==> src/logic/sdf_pkg.sv <==
package sdf_pkg;

  // ==========================================================
  // Clock and timing
  // ==========================================================
  localparam int unsigned CLK_HZ = 20000000; // System clock rate
  localparam int unsigned IDLE_TIME_MS = 1000; // Standstill before idle current
  localparam int unsigned IDLE_CYCLES = CLK_HZ / 1000 * IDLE_TIME_MS;
  // Filter bandwidths in kHz, each filter rejects pulses shorter than half its period
  // A full period hold would halve the top step rate, so half a period is the limit
  localparam int unsigned FILT_LOW_KHZ = 150;
  localparam int unsigned FILT_HIGH_KHZ = 2000;
  localparam int unsigned FILT_LOW_CYCLES = CLK_HZ / (FILT_LOW_KHZ * 2000); // Round down
  localparam int unsigned FILT_HIGH_CYCLES = CLK_HZ / (FILT_HIGH_KHZ * 2000);
  localparam int unsigned MAX_STEP_KHZ = 2000; // Highest legal step rate
  // Self test: two revolutions each way at one revolution per second
  localparam int unsigned TEST_REVS = 2;
  localparam int unsigned TEST_RPS = 1;

  // ==========================================================
  // Current settings in milliamps
  // ==========================================================
  localparam logic [11:0] CUR_MA_0 = 12'h12C; // 0.3 A
  localparam logic [11:0] CUR_MA_1 = 12'h1F4; // 0.5 A
  localparam logic [11:0] CUR_MA_2 = 12'h2BC; // 0.7 A
  localparam logic [11:0] CUR_MA_3 = 12'h3E8; // 1.0 A
  localparam logic [11:0] CUR_MA_4 = 12'h514; // 1.3 A
  localparam logic [11:0] CUR_MA_5 = 12'h640; // 1.6 A
  localparam logic [11:0] CUR_MA_6 = 12'h76C; // 1.9 A
  localparam logic [11:0] CUR_MA_7 = 12'h898; // 2.2 A
  localparam logic [6:0] IDLE_PCT_LOW = 7'h32; // 50 percent
  localparam logic [6:0] IDLE_PCT_HIGH = 7'h5A; // 90 percent
  localparam logic [6:0] RUN_PCT = 7'h64; // 100 percent

  // ==========================================================
  // Microstep resolutions, steps per revolution
  // ==========================================================
  localparam logic [14:0] RES_BASE = 15'h00C8; // 200, doubled by code 0..7
  localparam logic [14:0] RES_8 = 15'h03E8;
  localparam logic [14:0] RES_9 = 15'h07D0;
  localparam logic [14:0] RES_10 = 15'h0FA0;
  localparam logic [14:0] RES_11 = 15'h1388;
  localparam logic [14:0] RES_12 = 15'h1F40;
  localparam logic [14:0] RES_13 = 15'h2710;
  localparam logic [14:0] RES_14 = 15'h4E20;
  localparam logic [14:0] RES_15 = 15'h61A8;

  // Self test states
  typedef enum logic [1:0] {
    SDF_ST_IDLE = 2'b00,
    SDF_ST_CW = 2'b01,
    SDF_ST_CCW = 2'b10,
    SDF_ST_DONE = 2'b11
  } sdf_test_t;

  // Switch value from an ON/OFF contact: OFF reads as 1
  function automatic logic [3:0] sdf_sw_code(input logic [3:0] off_bits);
    return off_bits;
  endfunction : sdf_sw_code

endpackage : sdf_pkg

==> src/logic/sdf_filter.sv <==
`timescale 1ns/1ps
`default_nettype none
module sdf_filter
  import sdf_pkg::*;
(
  input wire logic clk_in,
  input wire logic rst_in,
  input wire logic raw_in,
  input wire logic low_bw_in,
  output logic clean_out
);

  // ==========================================================
  // Synchroniser
  // ==========================================================
  logic meta_q; // First stage, read only by sync_q
  logic sync_q;
  logic [7:0] cnt_q; // Cycles the new level has held
  logic clean_q;
  logic [7:0] need;

  // Two flops bring the isolated input in
  always_ff @(posedge clk_in or posedge rst_in) begin
    if (rst_in) begin
      meta_q <= 1'b0;
      sync_q <= 1'b0;
    end else begin
      meta_q <= raw_in;
      sync_q <= meta_q;
    end
  end

  // Hold time required depends on bandwidth choice
  assign need = low_bw_in ? 8'(FILT_LOW_CYCLES) : 8'(FILT_HIGH_CYCLES);

  // ==========================================================
  // Glitch filter: level must hold half a period before it passes
  // ==========================================================
  always_ff @(posedge clk_in or posedge rst_in) begin
    if (rst_in) begin
      cnt_q <= 8'h00;
      clean_q <= 1'b0;
    end else if (sync_q == clean_q) begin
      cnt_q <= 8'h00; // No change pending
    end else if (cnt_q + 8'h01 >= need) begin
      clean_q <= sync_q;
      cnt_q <= 8'h00;
    end else begin
      cnt_q <= cnt_q + 8'h01;
    end
  end

  assign clean_out = clean_q;

endmodule : sdf_filter
`default_nettype wire

==> src/logic/sdf_front_end.sv <==
`timescale 1ns/1ps
`default_nettype none
module sdf_front_end
  import sdf_pkg::*;
#(
  parameter int unsigned IDLE_CNT = IDLE_CYCLES, // Shorten for simulation
  parameter int unsigned TEST_STEP_DIV = CLK_HZ / 200, // Cycles per step at 200 steps/rev
  parameter int unsigned SMOOTH_DIV = 16 // Smoothing rate divider
)(
  input wire logic clk_in,
  input wire logic rst_in,
  input wire logic step_in, // Step pulse, active on falling edge
  input wire logic rotation_sense_in, // High clockwise
  input wire logic amplifier_disable_in, // High means closed
  input wire logic protection_error_in, // Level from protection circuits
  input wire logic current_select_bit0_in, // OFF reads 1
  input wire logic current_select_bit1_in,
  input wire logic current_select_bit2_in,
  input wire logic idle_level_select_in, // ON reads 0
  input wire logic resolution_select_bit0_in,
  input wire logic resolution_select_bit1_in,
  input wire logic resolution_select_bit2_in,
  input wire logic resolution_select_bit3_in,
  input wire logic selftest_switch_in, // ON reads 0
  input wire logic smoothing_switch_in, // ON reads 0
  input wire logic inertia_switch_in, // ON reads 0
  input wire logic input_filter_switch_in, // ON reads 0
  output logic microstep_out, // One-cycle advance pulse
  output logic microstep_cw_out, // Direction of that advance
  output logic amplifier_on_out, // Power switch drive enable
  output logic fault_out, // High means output closed
  output logic [11:0] current_ma_out, // Current target in mA
  output logic [14:0] resolution_out, // Steps per revolution
  output logic high_inertia_out,
  output logic selftest_busy_out
);

  // ==========================================================
  // Input filtering
  // ==========================================================
  logic step_f; // Filtered step
  logic dir_f; // Filtered direction
  logic low_bw; // 150 kHz chosen

  assign low_bw = ~input_filter_switch_in;

  sdf_filter u_step_filt (
    .clk_in(clk_in),
    .rst_in(rst_in),
    .raw_in(step_in),
    .low_bw_in(low_bw),
    .clean_out(step_f)
  );

  sdf_filter u_dir_filt (
    .clk_in(clk_in),
    .rst_in(rst_in),
    .raw_in(rotation_sense_in),
    .low_bw_in(low_bw),
    .clean_out(dir_f)
  );

  // ==========================================================
  // Step edge detection and enable sync
  // ==========================================================
  logic step_prev_q;
  logic step_fall; // rate limited by 2 MHz filter period
  logic en_meta_q; // First stage only
  logic en_sync_q;
  logic en_prev_q;
  logic en_fall;

  // Edge history registers
  always_ff @(posedge clk_in or posedge rst_in) begin
    if (rst_in) begin
      step_prev_q <= 1'b0;
      en_meta_q <= 1'b0;
      en_sync_q <= 1'b0;
      en_prev_q <= 1'b0;
    end else begin
      step_prev_q <= step_f;
      en_meta_q <= amplifier_disable_in;
      en_sync_q <= en_meta_q;
      en_prev_q <= en_sync_q;
    end
  end

  assign step_fall = step_prev_q & ~step_f;
  assign en_fall = en_prev_q & ~en_sync_q;

  // ==========================================================
  // Error latch
  // ==========================================================
  logic err_q;
  logic prot_q; // Registered protection level

  // Set wins over clear, recovery only once cause gone
  always_ff @(posedge clk_in or posedge rst_in) begin
    if (rst_in) begin
      prot_q <= 1'b0;
      err_q <= 1'b0;
    end else begin
      prot_q <= protection_error_in;
      if (prot_q) begin
        err_q <= 1'b1;
      end else if (en_fall) begin
        err_q <= 1'b0;
      end
    end
  end

  // Amplifier and fault pins
  always_ff @(posedge clk_in or posedge rst_in) begin
    if (rst_in) begin
      amplifier_on_out <= 1'b0;
      fault_out <= 1'b0;
    end else begin
      amplifier_on_out <= ~en_sync_q & ~err_q & ~prot_q;
      fault_out <= err_q | prot_q;
    end
  end

  // ==========================================================
  // Self test sequencer
  // ==========================================================
  sdf_test_t test_q;
  logic [31:0] test_div_q; // Step spacing timer
  logic [31:0] test_left_q; // Steps remaining in this leg
  logic test_pulse; // Step request from the sequencer
  logic st_prev_q; // Last switch sample, ON is 0
  logic [31:0] test_steps;

  // Fixed 200 step/rev pace gives 1 rps only at the 200 step/rev resolution
  assign test_steps = TEST_REVS * 200;
  assign test_pulse = (test_q == SDF_ST_CW || test_q == SDF_ST_CCW) && test_div_q == 32'h0;

  // Switch turned ON after power-up starts one test
  always_ff @(posedge clk_in or posedge rst_in) begin
    if (rst_in) begin
      test_q <= SDF_ST_IDLE;
      test_div_q <= 32'h0;
      test_left_q <= 32'h0;
      st_prev_q <= 1'b1;
    end else begin
      st_prev_q <= selftest_switch_in;
      case (test_q)
        SDF_ST_IDLE: begin
          if (st_prev_q && !selftest_switch_in && amplifier_on_out) begin
            test_q <= SDF_ST_CW;
            test_left_q <= test_steps;
            test_div_q <= TEST_STEP_DIV / TEST_RPS - 1; // Timer counts through zero
          end
        end
        SDF_ST_CW, SDF_ST_CCW: begin
          if (selftest_switch_in || !amplifier_on_out) begin
            test_q <= SDF_ST_DONE; // Abort
          end else if (test_div_q != 32'h0) begin
            test_div_q <= test_div_q - 32'h1;
          end else begin
            test_div_q <= TEST_STEP_DIV / TEST_RPS - 1;
            if (test_left_q == 32'h1) begin
              test_left_q <= test_steps;
              test_q <= (test_q == SDF_ST_CW) ? SDF_ST_CCW : SDF_ST_DONE;
            end else begin
              test_left_q <= test_left_q - 32'h1;
            end
          end
        end
        SDF_ST_DONE: begin
          if (selftest_switch_in) begin
            test_q <= SDF_ST_IDLE; // Rearm when switched OFF
          end
        end
        default: test_q <= SDF_ST_IDLE;
      endcase
    end
  end

  // ==========================================================
  // Command smoothing
  // ==========================================================
  logic [7:0] pend_q; // Signed backlog of steps
  logic [15:0] sm_div_q;
  logic sm_emit;
  logic cmd_step;
  logic cmd_cw;
  logic test_busy;

  assign test_busy = (test_q == SDF_ST_CW) || (test_q == SDF_ST_CCW);
  assign cmd_step = test_busy ? test_pulse : step_fall;
  assign cmd_cw = test_busy ? (test_q == SDF_ST_CW) : dir_f;
  assign sm_emit = (pend_q != 8'h00) && (sm_div_q == 16'h0);

  // Backlog drains at a bounded rate, trading delay for less jerk
  always_ff @(posedge clk_in or posedge rst_in) begin
    if (rst_in) begin
      pend_q <= 8'h00;
      sm_div_q <= 16'h0;
    end else begin
      sm_div_q <= (sm_div_q == 16'h0) ? 16'(SMOOTH_DIV - 1) : sm_div_q - 16'h1;
      if (smoothing_switch_in) begin
        pend_q <= 8'h00; // Unfiltered mode keeps no backlog
      end else begin
        pend_q <= pend_q + (cmd_step ? (cmd_cw ? 8'h01 : 8'hFF) : 8'h00)
                  - (sm_emit ? (pend_q[7] ? 8'hFF : 8'h01) : 8'h00);
      end
    end
  end

  // Step pulse to the current regulator
  always_ff @(posedge clk_in or posedge rst_in) begin
    if (rst_in) begin
      microstep_out <= 1'b0;
      microstep_cw_out <= 1'b1;
    end else if (!amplifier_on_out) begin
      microstep_out <= 1'b0; // No motion while unpowered
    end else if (smoothing_switch_in) begin
      microstep_out <= cmd_step;
      if (cmd_step) begin
        microstep_cw_out <= cmd_cw;
      end
    end else begin
      microstep_out <= sm_emit;
      if (sm_emit) begin
        microstep_cw_out <= ~pend_q[7];
      end
    end
  end

  // ==========================================================
  // Current setting and idle reduction
  // ==========================================================
  logic [31:0] idle_cnt_q;
  logic idle_q;
  logic [11:0] run_ma;
  logic [6:0] pct;
  logic [18:0] scaled;

  // Map three switch bits to peak milliamps
  always_comb begin
    case (sdf_sw_code({1'b0, current_select_bit2_in, current_select_bit1_in,
                       current_select_bit0_in}))
      4'h0: run_ma = CUR_MA_0;
      4'h1: run_ma = CUR_MA_1;
      4'h2: run_ma = CUR_MA_2;
      4'h3: run_ma = CUR_MA_3;
      4'h4: run_ma = CUR_MA_4;
      4'h5: run_ma = CUR_MA_5;
      4'h6: run_ma = CUR_MA_6;
      default: run_ma = CUR_MA_7;
    endcase
  end

  // Standstill timer restarts on every executed step
  always_ff @(posedge clk_in or posedge rst_in) begin
    if (rst_in) begin
      idle_cnt_q <= 32'h0;
      idle_q <= 1'b0;
    end else if (microstep_out) begin
      idle_cnt_q <= 32'h0;
      idle_q <= 1'b0;
    end else if (idle_cnt_q >= IDLE_CNT - 1) begin
      idle_q <= 1'b1;
    end else begin
      idle_cnt_q <= idle_cnt_q + 32'h1;
    end
  end

  assign pct = !idle_q ? RUN_PCT : (idle_level_select_in ? IDLE_PCT_HIGH : IDLE_PCT_LOW);
  // Product needs 19 bits before the divide
  assign scaled = (19'(run_ma) * 19'(pct)) / 19'(RUN_PCT);

  // ==========================================================
  // Resolution and inertia configuration
  // ==========================================================
  logic [3:0] res_code;
  logic [14:0] res_val;

  assign res_code = sdf_sw_code({resolution_select_bit3_in, resolution_select_bit2_in,
                                 resolution_select_bit1_in, resolution_select_bit0_in});

  // Doubling series below 8, table above
  always_comb begin
    case (res_code)
      4'h8: res_val = RES_8;
      4'h9: res_val = RES_9;
      4'hA: res_val = RES_10;
      4'hB: res_val = RES_11;
      4'hC: res_val = RES_12;
      4'hD: res_val = RES_13;
      4'hE: res_val = RES_14;
      4'hF: res_val = RES_15;
      default: res_val = RES_BASE << res_code[2:0];
    endcase
  end

  // Registered configuration outputs
  always_ff @(posedge clk_in or posedge rst_in) begin
    if (rst_in) begin
      current_ma_out <= 12'h000;
      resolution_out <= RES_BASE;
      high_inertia_out <= 1'b0;
      selftest_busy_out <= 1'b0;
    end else begin
      current_ma_out <= amplifier_on_out ? scaled[11:0] : 12'h000;
      resolution_out <= res_val;
      high_inertia_out <= ~inertia_switch_in;
      selftest_busy_out <= test_busy;
    end
  end

endmodule : sdf_front_end
`default_nettype wire

==> config.mk <==
export PLATFORM = sky130hd
export DESIGN_NAME = sdf_front_end
export DESIGN_NICKNAME = d
export VERILOG_FILES = /design/src/logic/sdf_pkg.sv /design/src/logic/sdf_filter.sv /design/src/logic/sdf_front_end.sv
export SDC_FILE = /design/constraint.sdc
export NUM_CORES = 1
export LEC_CHECK = 0
export ABC_AREA = 1
export BUFFER_PORTS_ARGS = -buffer_cell sky130_fd_sc_hd__clkbuf_2
export CAP_MARGIN = 0
export CORE_AREA = 2 2 176 178
export CTS_CLUSTER_SIZE = 14
export DETAILED_ROUTE_END_ITERATION = 10
export DIE_AREA = 0 0 178 180
export GPL_TIMING_DRIVEN = 0
export SLEW_MARGIN = 30
export SYNTH_ARGS = -nofsm -noshare
export SYNTH_HDL_FRONTEND = slang
export SYNTH_SLANG_ARGS = --single-unit
==> constraint.sdc <==
create_clock -name clk_in -period 25.6 [get_ports clk_in]
set_clock_uncertainty 0.2 [all_clocks]
set_input_delay 3.84 -clock clk_in [delete_from_list [all_inputs] [get_ports clk_in]]
set_output_delay 3.84 -clock clk_in [all_outputs]
set_load 0.03 [all_outputs]
* Word level (Yosys, flattened, before mapping)
Cells that the tools add are included.
Storage, ports and cells: output and inout bits 33, logic and storage cells 155, bits of input ports 18, register bits after elaboration 185
Cells by class: equal/unequal tests 28, $mul 1, $lt $le $gt $ge 3, bitwise gates (word level) 13, mux-type cells 45, div/mod/pow operators 1, reductions and logical operators 25, $add $sub $neg 8, shift-type cells 1
Operators by type and width (count):
- 2-to-1 mux 32 bit | 9
- case mux 32 bit (2 select lines) | 2
- case mux 15 bit (8 select lines) | 1
- case mux 12 bit (7 select lines) | 1
- 2-to-1 mux 8 bit | 9
- subtractor 32 x 1 -> 32 bit (second input constant) | 2
- adder 32 x 1 -> 32 bit (second input constant) | 1
- == test 32 x 1 -> 1 bit (second input constant) | 1
- == test 4 bit (second input constant) | 8
- greater-or-equal comparator 32 x 25 -> 1 bit (second input constant) | 1
- logical NOT 32 bit | 1
- nonzero test 32 bit | 1
- 2-to-1 mux 7 bit | 3
- divider 19 x 7 -> 19 bit (second input constant) | 1
- multiplier 12 x 7 -> 19 bit | 1
- adder 8 x 1 -> 8 bit (second input constant) | 2
- logical NOT 16 bit | 1
- 2-to-1 mux 16 bit | 1
- subtractor 16 x 1 -> 16 bit (second input constant) | 1
- << shifter 8 x 3 -> 15 bit (first input constant) | 1
- 2-to-1 mux 1 bit | 12
- 2-to-1 mux 12 bit | 1
- 2-to-1 mux 2 bit | 5
- inequality test 2 bit (second input constant) | 5
- 27 further kinds | 54

* Depth between registers and ports, before layout
Gate-level depths: netlist (run 1).
word-level depth 8, gate-level depth with buffers 92, mapped depth without buffers 92

* Hierarchy
A second synthesis (run 1) with hierarchy kept.
Unflattened totals: cells, all modules 1864, area, all modules 13678.1 um2
By module, submodules not included:
- sdf_front_end | seq. area each 4010.1 um2, instances 1, area an instance 12464.5 um2, cells an instance 1712
- sdf_filter | seq. area each 275.3 um2, instances 2, area an instance 606.8 um2, cells an instance 76

* Worst setup path before layout (run 1)
No wires, ideal clock.
path kind input-to-reg, from input port current_select_bit2_in, to register current_ma_out[0], path slack 12.541 ns, arrival 12.796 ns, stages on the path 78, path buffers 0, library setup time 0.063 ns, data required time 25.337 ns, path through inv_1 -> nor2_1 -> inv_1 -> nor2_1 -> inv_1 -> nand2_1 -> nor2_1 -> inv_1 -> fa_1 -> fa_1 -> inv_1 -> fa_1 -> ha_1 -> fa_1 -> nand3_1 -> nand3_2 -> nand2_1 -> nand2_1 -> (+42 left out) -> nand2_1 -> inv_1 -> ha_1 -> nand2_1 -> inv_1 -> nand3_4 -> nand3_4 -> nand2_2 -> nand2_2 -> ha_1 -> nand3b_1 -> a21boi_1 -> nand3_1 -> nor2_1 -> nor2_1 -> nand3_1 -> nand2_1 -> inv_1
Between the ends: longest elaborated chain between the ends 5, elaborated cells between the ends (all ways) 11, classes of those cells mul (1); div (1); eq/ne (6); mux (2); reduce/logical (1)
Ends and longest elaborated chain:
- start, declared | RTL line sdf_front_end.sv:18 | input wire logic current_select_bit2_in,
- == test 3 bit, or another cell as far along | RTL line sdf_front_end.sv:241 | case (sdf_sw_code({1'b0, current_select_bit2_in, current_select_bit1_in,
- case mux 12 bit (7 select lines) * | RTL line sdf_front_end.sv:241
- multiplier 12 x 7 -> 19 bit * | RTL line sdf_front_end.sv:271 | assign scaled = (19'(run_ma) * 19'(pct)) / 19'(RUN_PCT);
- divider 19 x 7 -> 19 bit * | RTL line sdf_front_end.sv:271
- 2-to-1 mux 12 bit * | RTL line sdf_front_end.sv:305 | current_ma_out <= amplifier_on_out ? scaled[11:0] : 12'h000;
- end signal, assigned | RTL line sdf_front_end.sv:305
- end, declared | RTL line sdf_front_end.sv:32 | output logic [11:0] current_ma_out,
Mark *: on every way between the ends. The rest lies on a longest branch, timed or not. A chain may end at the register's enable or synchronous reset.

* Worst setup path in the final report (run 1)
from input port current_select_bit1_in, to register current_ma_out[0]
Between the ends: longest elaborated chain between the ends 5, elaborated cells between the ends (all ways) 11, classes of those cells mul (1); div (1); eq/ne (6); mux (2); reduce/logical (1)
Ends and longest elaborated chain:
- start, declared | RTL line sdf_front_end.sv:17 | input wire logic current_select_bit1_in,
- == test 3 bit, or another cell as far along | RTL line sdf_front_end.sv:241
- case mux 12 bit (7 select lines) * | RTL line sdf_front_end.sv:241
- multiplier 12 x 7 -> 19 bit * | RTL line sdf_front_end.sv:271
- divider 19 x 7 -> 19 bit * | RTL line sdf_front_end.sv:271
- 2-to-1 mux 12 bit * | RTL line sdf_front_end.sv:305
Marks and branches as above.

==> flow_summary_export.csv, run 1 <==
group,metric,value,unit
status,outcome,"complete, no violations",
worst_setup_path,path_delay_family,"simple AND/OR/NAND/NOR gates",
worst_setup_path,arrival,14.13,ns
yosys,synthTopCellsByCount,"nand2_1, inv_1, nor2_1",
worst_setup_path,critical_path.startpoint_type,"primary input",
timing,drv_slew,0,
global_route,grt_pass1_vias,10762,
routing,drc,0,
die,fp.dieH,180,um
timing,worstMarginPinSlew,0.804,ns
global_route,grt_max_degree,93,
timing,period_minus_slack,13.97,ns
placement,dpl_cell_area,14200,um2
yosys,synthFlopType,"dfrtp_1",
yosys,synth_top_cell_by_area,"dfrtp_1",
clock_tree,ctsHoldBuffers,0,
yosys,synth_top_cell_area_share,33.1,%
die,start_util,44.3,%
layout,drive_gt1_share,11.2,%
placement,dp_hpwl,21400,um
clock_tree,htreeDepth,4,
worst_setup_path,end_kind,"flop",
worst_setup_path,cp_data_required_time,25.76,ns
clock_tree,clkLatencyLatePin,0.43,ns
routing,dr.pass1.iters,5,
routing,wirelength,27700,um
yosys,synth_area_leaders,"dfrtp_1, nand2_1, inv_1",
yosys,synth.avg_cell_area,7.50,um2
timing,hold_viol,0,
clock_tree,post_cts_buffers,0,
worst_setup_path,cpMaxStageDelayCell,"fa_1",
worst_setup_path,crit_fanout,8,
layout,num_antenna_cells,0,
yosys,yosysMostFrequentCell,"nand2_1",
layout,multi_input_area,7590,um2
die,row_count,64,
job,cap_violations,0,
clock_tree,cts_tree,"done",
worst_setup_path,startpoint,"current_select_bit1_in",
placement,port_buffers,47,
timing,fmax,0.0716,GHz
timing,setup_viol,0,
timing,grt_setup_unrepaired,"false",
layout,areaGrowthSynthToFinish,10.8,%
die,ios,51,
clock_tree,cts_buffer_depth,2,
die,die-area,32000,um2
routing,vias,11231,
timing,setup_ws,11.63,ns
yosys,synth_edf_count,0,
layout,stdcell_area,14800,um2
timing,tns,0,ns
clock_tree,cts_sinks,182,
clock_tree,cts_buffers,17,
global_route,grt_overflow,0,
worst_setup_path,r2r-start,"idle_q",
routing,wire_per_inst,12.2,um
worst_setup_path,slowest_delay,0.56,ns
die,dieWidth,178,um
worst_hold_path,worstHoldPathType,"reg2reg",
yosys,synth_cells,1784,
worst_setup_path,worst-path-buf-inv,10,
clock_tree,cts_resized,0,
layout,utilization,49.1,%
clock_tree,path_clk_slew,0.07,ns
yosys,ys_warn_count,0,
global_route,grt_use_total,18.4,%
clock_tree,cts_root_buf,"clkbuf_16",
yosys,synth.distinct_cells,51,
yosys,synth_seq_cells,182,
worst_setup_path,path_class,"in2reg",
global_route,grt_pass1_wl,49300,um
routing,vias_per_cell,4.96,
routing,drt_iter0_markers,517,
timing,slew_headroom,46.1,%
layout,fill_cells,2921,
global_route,antenna_found_initial,0,
yosys,synth_area,13400,um2
placement,gp_congestion,0.835,
layout,seq_area,4560,um2
die,coreArea,30200,um2
yosys,seq_area_frac_synth,34.1,%
worst_hold_path,worst_hold_startpoint,"u_dir_filt.meta_q",
placement,dp_worst_setup_slack,11.16,ns
layout,final_nets,1983,
routing,ant_nets,0,
yosys,async_flop_share,100,%
timing,timing.final.crit_share,54.6,%
[path summary, 6_finish.rpt]
kind                                     end  slack [ns]  cells after the start
min                        u_dir_filt.sync_q        0.15                      0
max in group asynchronous   microstep_cw_out       20.98                      4
max reg2reg                current_ma_out[0]       14.63                     77
min reg2reg                u_dir_filt.sync_q        0.15                      0
max                        current_ma_out[0]       11.63                     82
min in group asynchronous    test_left_q[30]        3.12                      2
[layer usage]
| layer | track usage, % | part of all wire, % | vias to the layer above |
|---|---|---|---|
| met4 | 4.30 | 1.0 | 0 |
| met5 | 0 | 0 | - |
| met2 | 30.5 | 47 | 148 |
| li1 | - | - | 5867 |
| met1 | 25.2 | 49 | 5200 |
| met3 | 2.88 | 2.7 | 16 |
[through the flow]
step / std cells / hold WS, ns
6_report: 2266 / 0.150
5_1_grt: 2266 / 0.154
4_1_cts: 2266 / 0.151
3_5_place_dp: 2234 / 0.136
3_3_place_gp: 2232 / 0.133
2_1_floorplan: 1789 / 0.131
[final cells by class]
type,instances,share of cell area (%)
clock inverter,14,1.32
buffer,21,0.608
clock buffer,18,2.90
multi-input combinational,1277,51.2
tap,396,3.34
timing repair buffer,49,1.96
sequential,182,30.8
inverter,309,7.88
[registers in the layout, summed over array words and instances, names as in the netlist, 2 cells and up]
name / count
pend_q: 8
test_div_q: 32
resolution_out: 12
idle_cnt_q: 32
u_dir_filt.cnt_q: 8
u_step_filt.cnt_q: 8
sm_div_q: 16
current_ma_out: 12
test_q: 2
test_left_q: 32
[cell usage in the layout (no fill, tap or decap), drive strengths merged, types with 5 or more instances in the layout]
master / Yosys / routed
or2: 10 / 10
o21ai: 85 / 85
dfstp: 5 / 5
o211ai: 6 / 6
nand3b: 10 / 10
a31oi: 9 / 9
nor4: 17 / 17
nor3: 50 / 50
nand2: 366 / 366
xnor2: 12 / 12
clkbuf: 16 / 81
nor3b: 6 / 6
nand3: 118 / 118
o21bai: 6 / 6
fa: 40 / 40
ha: 68 / 68
xor2: 35 / 35
a21oi: 87 / 87
o21a: 10 / 10
nand4: 44 / 44
nor2: 269 / 269
dfrtp: 177 / 177
clkinv: 1 / 6
inv: 308 / 313
conb: 1 / 6
buf: 5 / 7
[cells by family (layout without fill, tap and decap cells)]
logic type	count (synthesis)	count (layout)	share of synthesized area (%)
AOI/OAI and AO/OA	225	225	9.57
buffers and inverters	330	411	9.34
xor gates and xnor gates	47	47	3.08
DFF	182	182	34.1
other	1	6	0.0280
and+or+nand+nor	891	891	31.6
adders and majority gates	108	108	12.3
Power of run 1 is not shown: default switching activity piles up to over one toggle a cycle in this logic, so the estimate is an artifact.
==> run 2: changes to the inputs <==
ABC_AREA = 0   (was 1)
clock period = 13.35 ns   (was 25.6 ns; I/O delays follow)
==> flow_summary_export.csv, run 2 <==
group,metric,value,unit
status,outcome,"complete, no violations",
placement,port_buffers,46,
layout,drive_gt1_share,24.8,%
layout,num_antenna_cells,0,
yosys,synth_cells,1471,
layout,top_regs,"idle_cnt_q (32), test_div_q (32), test_left_q (32)",
routing,dr.pass1.iters,5,
global_route,grt_pass1_wl,51600,um
die,ios,51,
worst_setup_path,crit_fanout,9,
placement,dp_hpwl,20900,um
yosys,synth.distinct_cells,116,
yosys,seq_area_frac_synth,34.1,%
timing,fmax,0.0749,GHz
routing,wire_per_inst,15.3,um
timing,slew_headroom,41.0,%
timing,worstMarginPinSlew,0.879,ns
routing,vias_per_cell,5.49,
worst_setup_path,cp_data_required_time,13.45,ns
timing,period_minus_slack,13.35,ns
yosys,synth_area_leaders,"dfrtp_1, ha_1, fa_1",
timing,hold_viol,0,
global_route,grt_use_total,19.4,%
placement,gp_congestion,0.883,
worst_setup_path,end_kind,"flop",
yosys,ys_warn_count,0,
die,dieWidth,178,um
global_route,grt_pass1_vias,10910,
layout,areaGrowthSynthToFinish,25.2,%
global_route,grt_max_degree,84,
yosys,synth.avg_cell_area,9.09,um2
layout,stdcell_area,16700,um2
clock_tree,htreeDepth,4,
timing,drv_slew,0,
die,row_count,64,
layout,layout_commonest_cell,"nor2_1",
yosys,synth_area,13400,um2
die,fp.dieH,180,um
die,start_util,44.3,%
timing,grt_setup_unrepaired,"true",
global_route,grt_overflow,0,
job,cap_violations,0,
worst_setup_path,arrival,13.45,ns
routing,wirelength,31300,um
worst_hold_path,worstHoldPathType,"reg2reg",
worst_setup_path,critPathMostFrequentCell,"buf_4",
layout,final_cell_mix,"nor2_1, dfrtp_1, buf_4",
yosys,yosysMostFrequentCell,"nor2_1",
yosys,synthTopCellsByCount,"nor2_1, dfrtp_1, nand2_1",
clock_tree,path_clk_slew,0.06,ns
clock_tree,cts_sinks,182,
timing,setup_viol,0,
routing,drc,0,
die,die-area,32000,um2
worst_setup_path,critical_path.startpoint_type,"primary input",
timing,timing.final.crit_share,100,%
die,coreArea,30200,um2
layout,final_nets,1767,
yosys,synth_top_cell_by_area,"dfrtp_1",
worst_setup_path,cpMaxStageDelayCell,"fa_1",
yosys,synth_seq_cells,182,
placement,dpl_cell_area,14200,um2
clock_tree,cts_buffer_depth,2,
yosys,async_flop_share,100,%
global_route,antenna_found_initial,0,
clock_tree,cts_root_buf,"clkbuf_16",
layout,fill_cells,2640,
yosys,synthFlopType,"dfrtp_1",
yosys,synth_top_cell_area_share,33.1,%
yosys,synth_edf_count,0,
worst_setup_path,slowest_delay,0.55,ns
clock_tree,clkLatencyLatePin,0.45,ns
routing,drt_iter0_markers,540,
clock_tree,cts_tree,"done",
routing,vias,11261,
routing,ant_nets,0,
clock_tree,cts_buffers,17,
worst_setup_path,path_class,"in2reg",
==> run 2: final cells by class <==
cell class | count | area (um2) | area share (%)
timing repair buffer | 148 | 1060 | 6.32
clock buffer | 20 | 467 | 2.79
clock inverter | 12 | 116 | 0.695
inverter | 82 | 315 | 1.88
buffer | 46 | 343 | 2.05
tap | 396 | 495 | 2.96
sequential | 182 | 4560 | 27.2
multi-input combinational | 1164 | 9390 | 56.1
==> run 2: routing by layer <==
| metal | up-vias | global-route usage [%] | share of wire [%] |
|---|---|---|---|
| met5 | - | 0 | 0 |
| met4 | 0 | 5.74 | 2.0 |
| met3 | 45 | 3.45 | 3.5 |
| met2 | 233 | 31.3 | 48 |
| met1 | 5465 | 26.5 | 47 |
| li1 | 5518 | - | - |
==> run 2: logic make-up after synthesis <==
| logic type | count (synthesis) | share of synthesized area (%) |
|---|---|---|
| AND/OR/NAND/NOR | 589 | 21.6 |
| AO/OA/AOI/OAI | 311 | 17.2 |
| flip-flops | 182 | 34.1 |
| buffers and inverters | 131 | 4.34 |
| XOR/XNOR | 126 | 8.37 |
| adder cells (fa/ha/maj) | 109 | 12.4 |
| multiplexers | 22 | 1.87 |
| other | 1 | 0.0280 |
==> run 2: worst paths after layout <==
| kind | cells past startpoint | from | to | slack, ns |
|---|---|---|---|---|
| worst max-delay path | 56 | current_select_bit1_in | current_ma_out[0] | 0.002 |
| worst min-delay path | 0 | u_dir_filt.meta_q | u_dir_filt.sync_q | 0.16 |
| worst max register to register | 50 | idle_q | current_ma_out[0] | 0.52 |
| worst min register to register | 0 | u_dir_filt.meta_q | u_dir_filt.sync_q | 0.16 |
| max in group asynchronous | 3 | rst_in | resolution_out[6] | 10.84 |
| min in group asynchronous | 2 | rst_in | test_div_q[15] | 1.35 |
==> run 2: stage by stage <==
| step | TNS, ns | hold WS, ns | setup WS, ns | cells | util (%) |
|---|---|---|---|---|---|
| floorplan | 0 | 0.131 | 0.00728 | 1476 | - |
| global placement | -2.17 | 0.135 | -1.49 | 1918 | 47.0 |
| detailed placement | -2.58 | 0.145 | -1.66 | 1920 | 47.2 |
| CTS | 0 | 0.160 | 0.00502 | 1990 | 52.0 |
| global route | -0.450 | 0.162 | -0.450 | 2050 | 55.5 |
| finish | 0 | 0.158 | 0.00194 | 2050 | 55.5 |
==> run 2: critical path, delay by kind of cell <==
family                     cells  cell delay [ns]
AOI/OAI and AO/OA             20             4.19
adders and majority gates      7             2.48
buffers and inverters         15             1.99
and+or+nand+nor               10             1.75
muxes                          2             0.68
xor gates and xnor gates       2             0.33
==> run 2: what timing repair did <==
action,CTS,global route
hold buffers,0,0
gates cloned,0,1
resized for setup,105,111
pin swaps,40,86
buffers inserted,41,59
hold endpoints to repair,0,0
setup endpoints to repair,2,2
Power of run 2 is left out for the same reason.
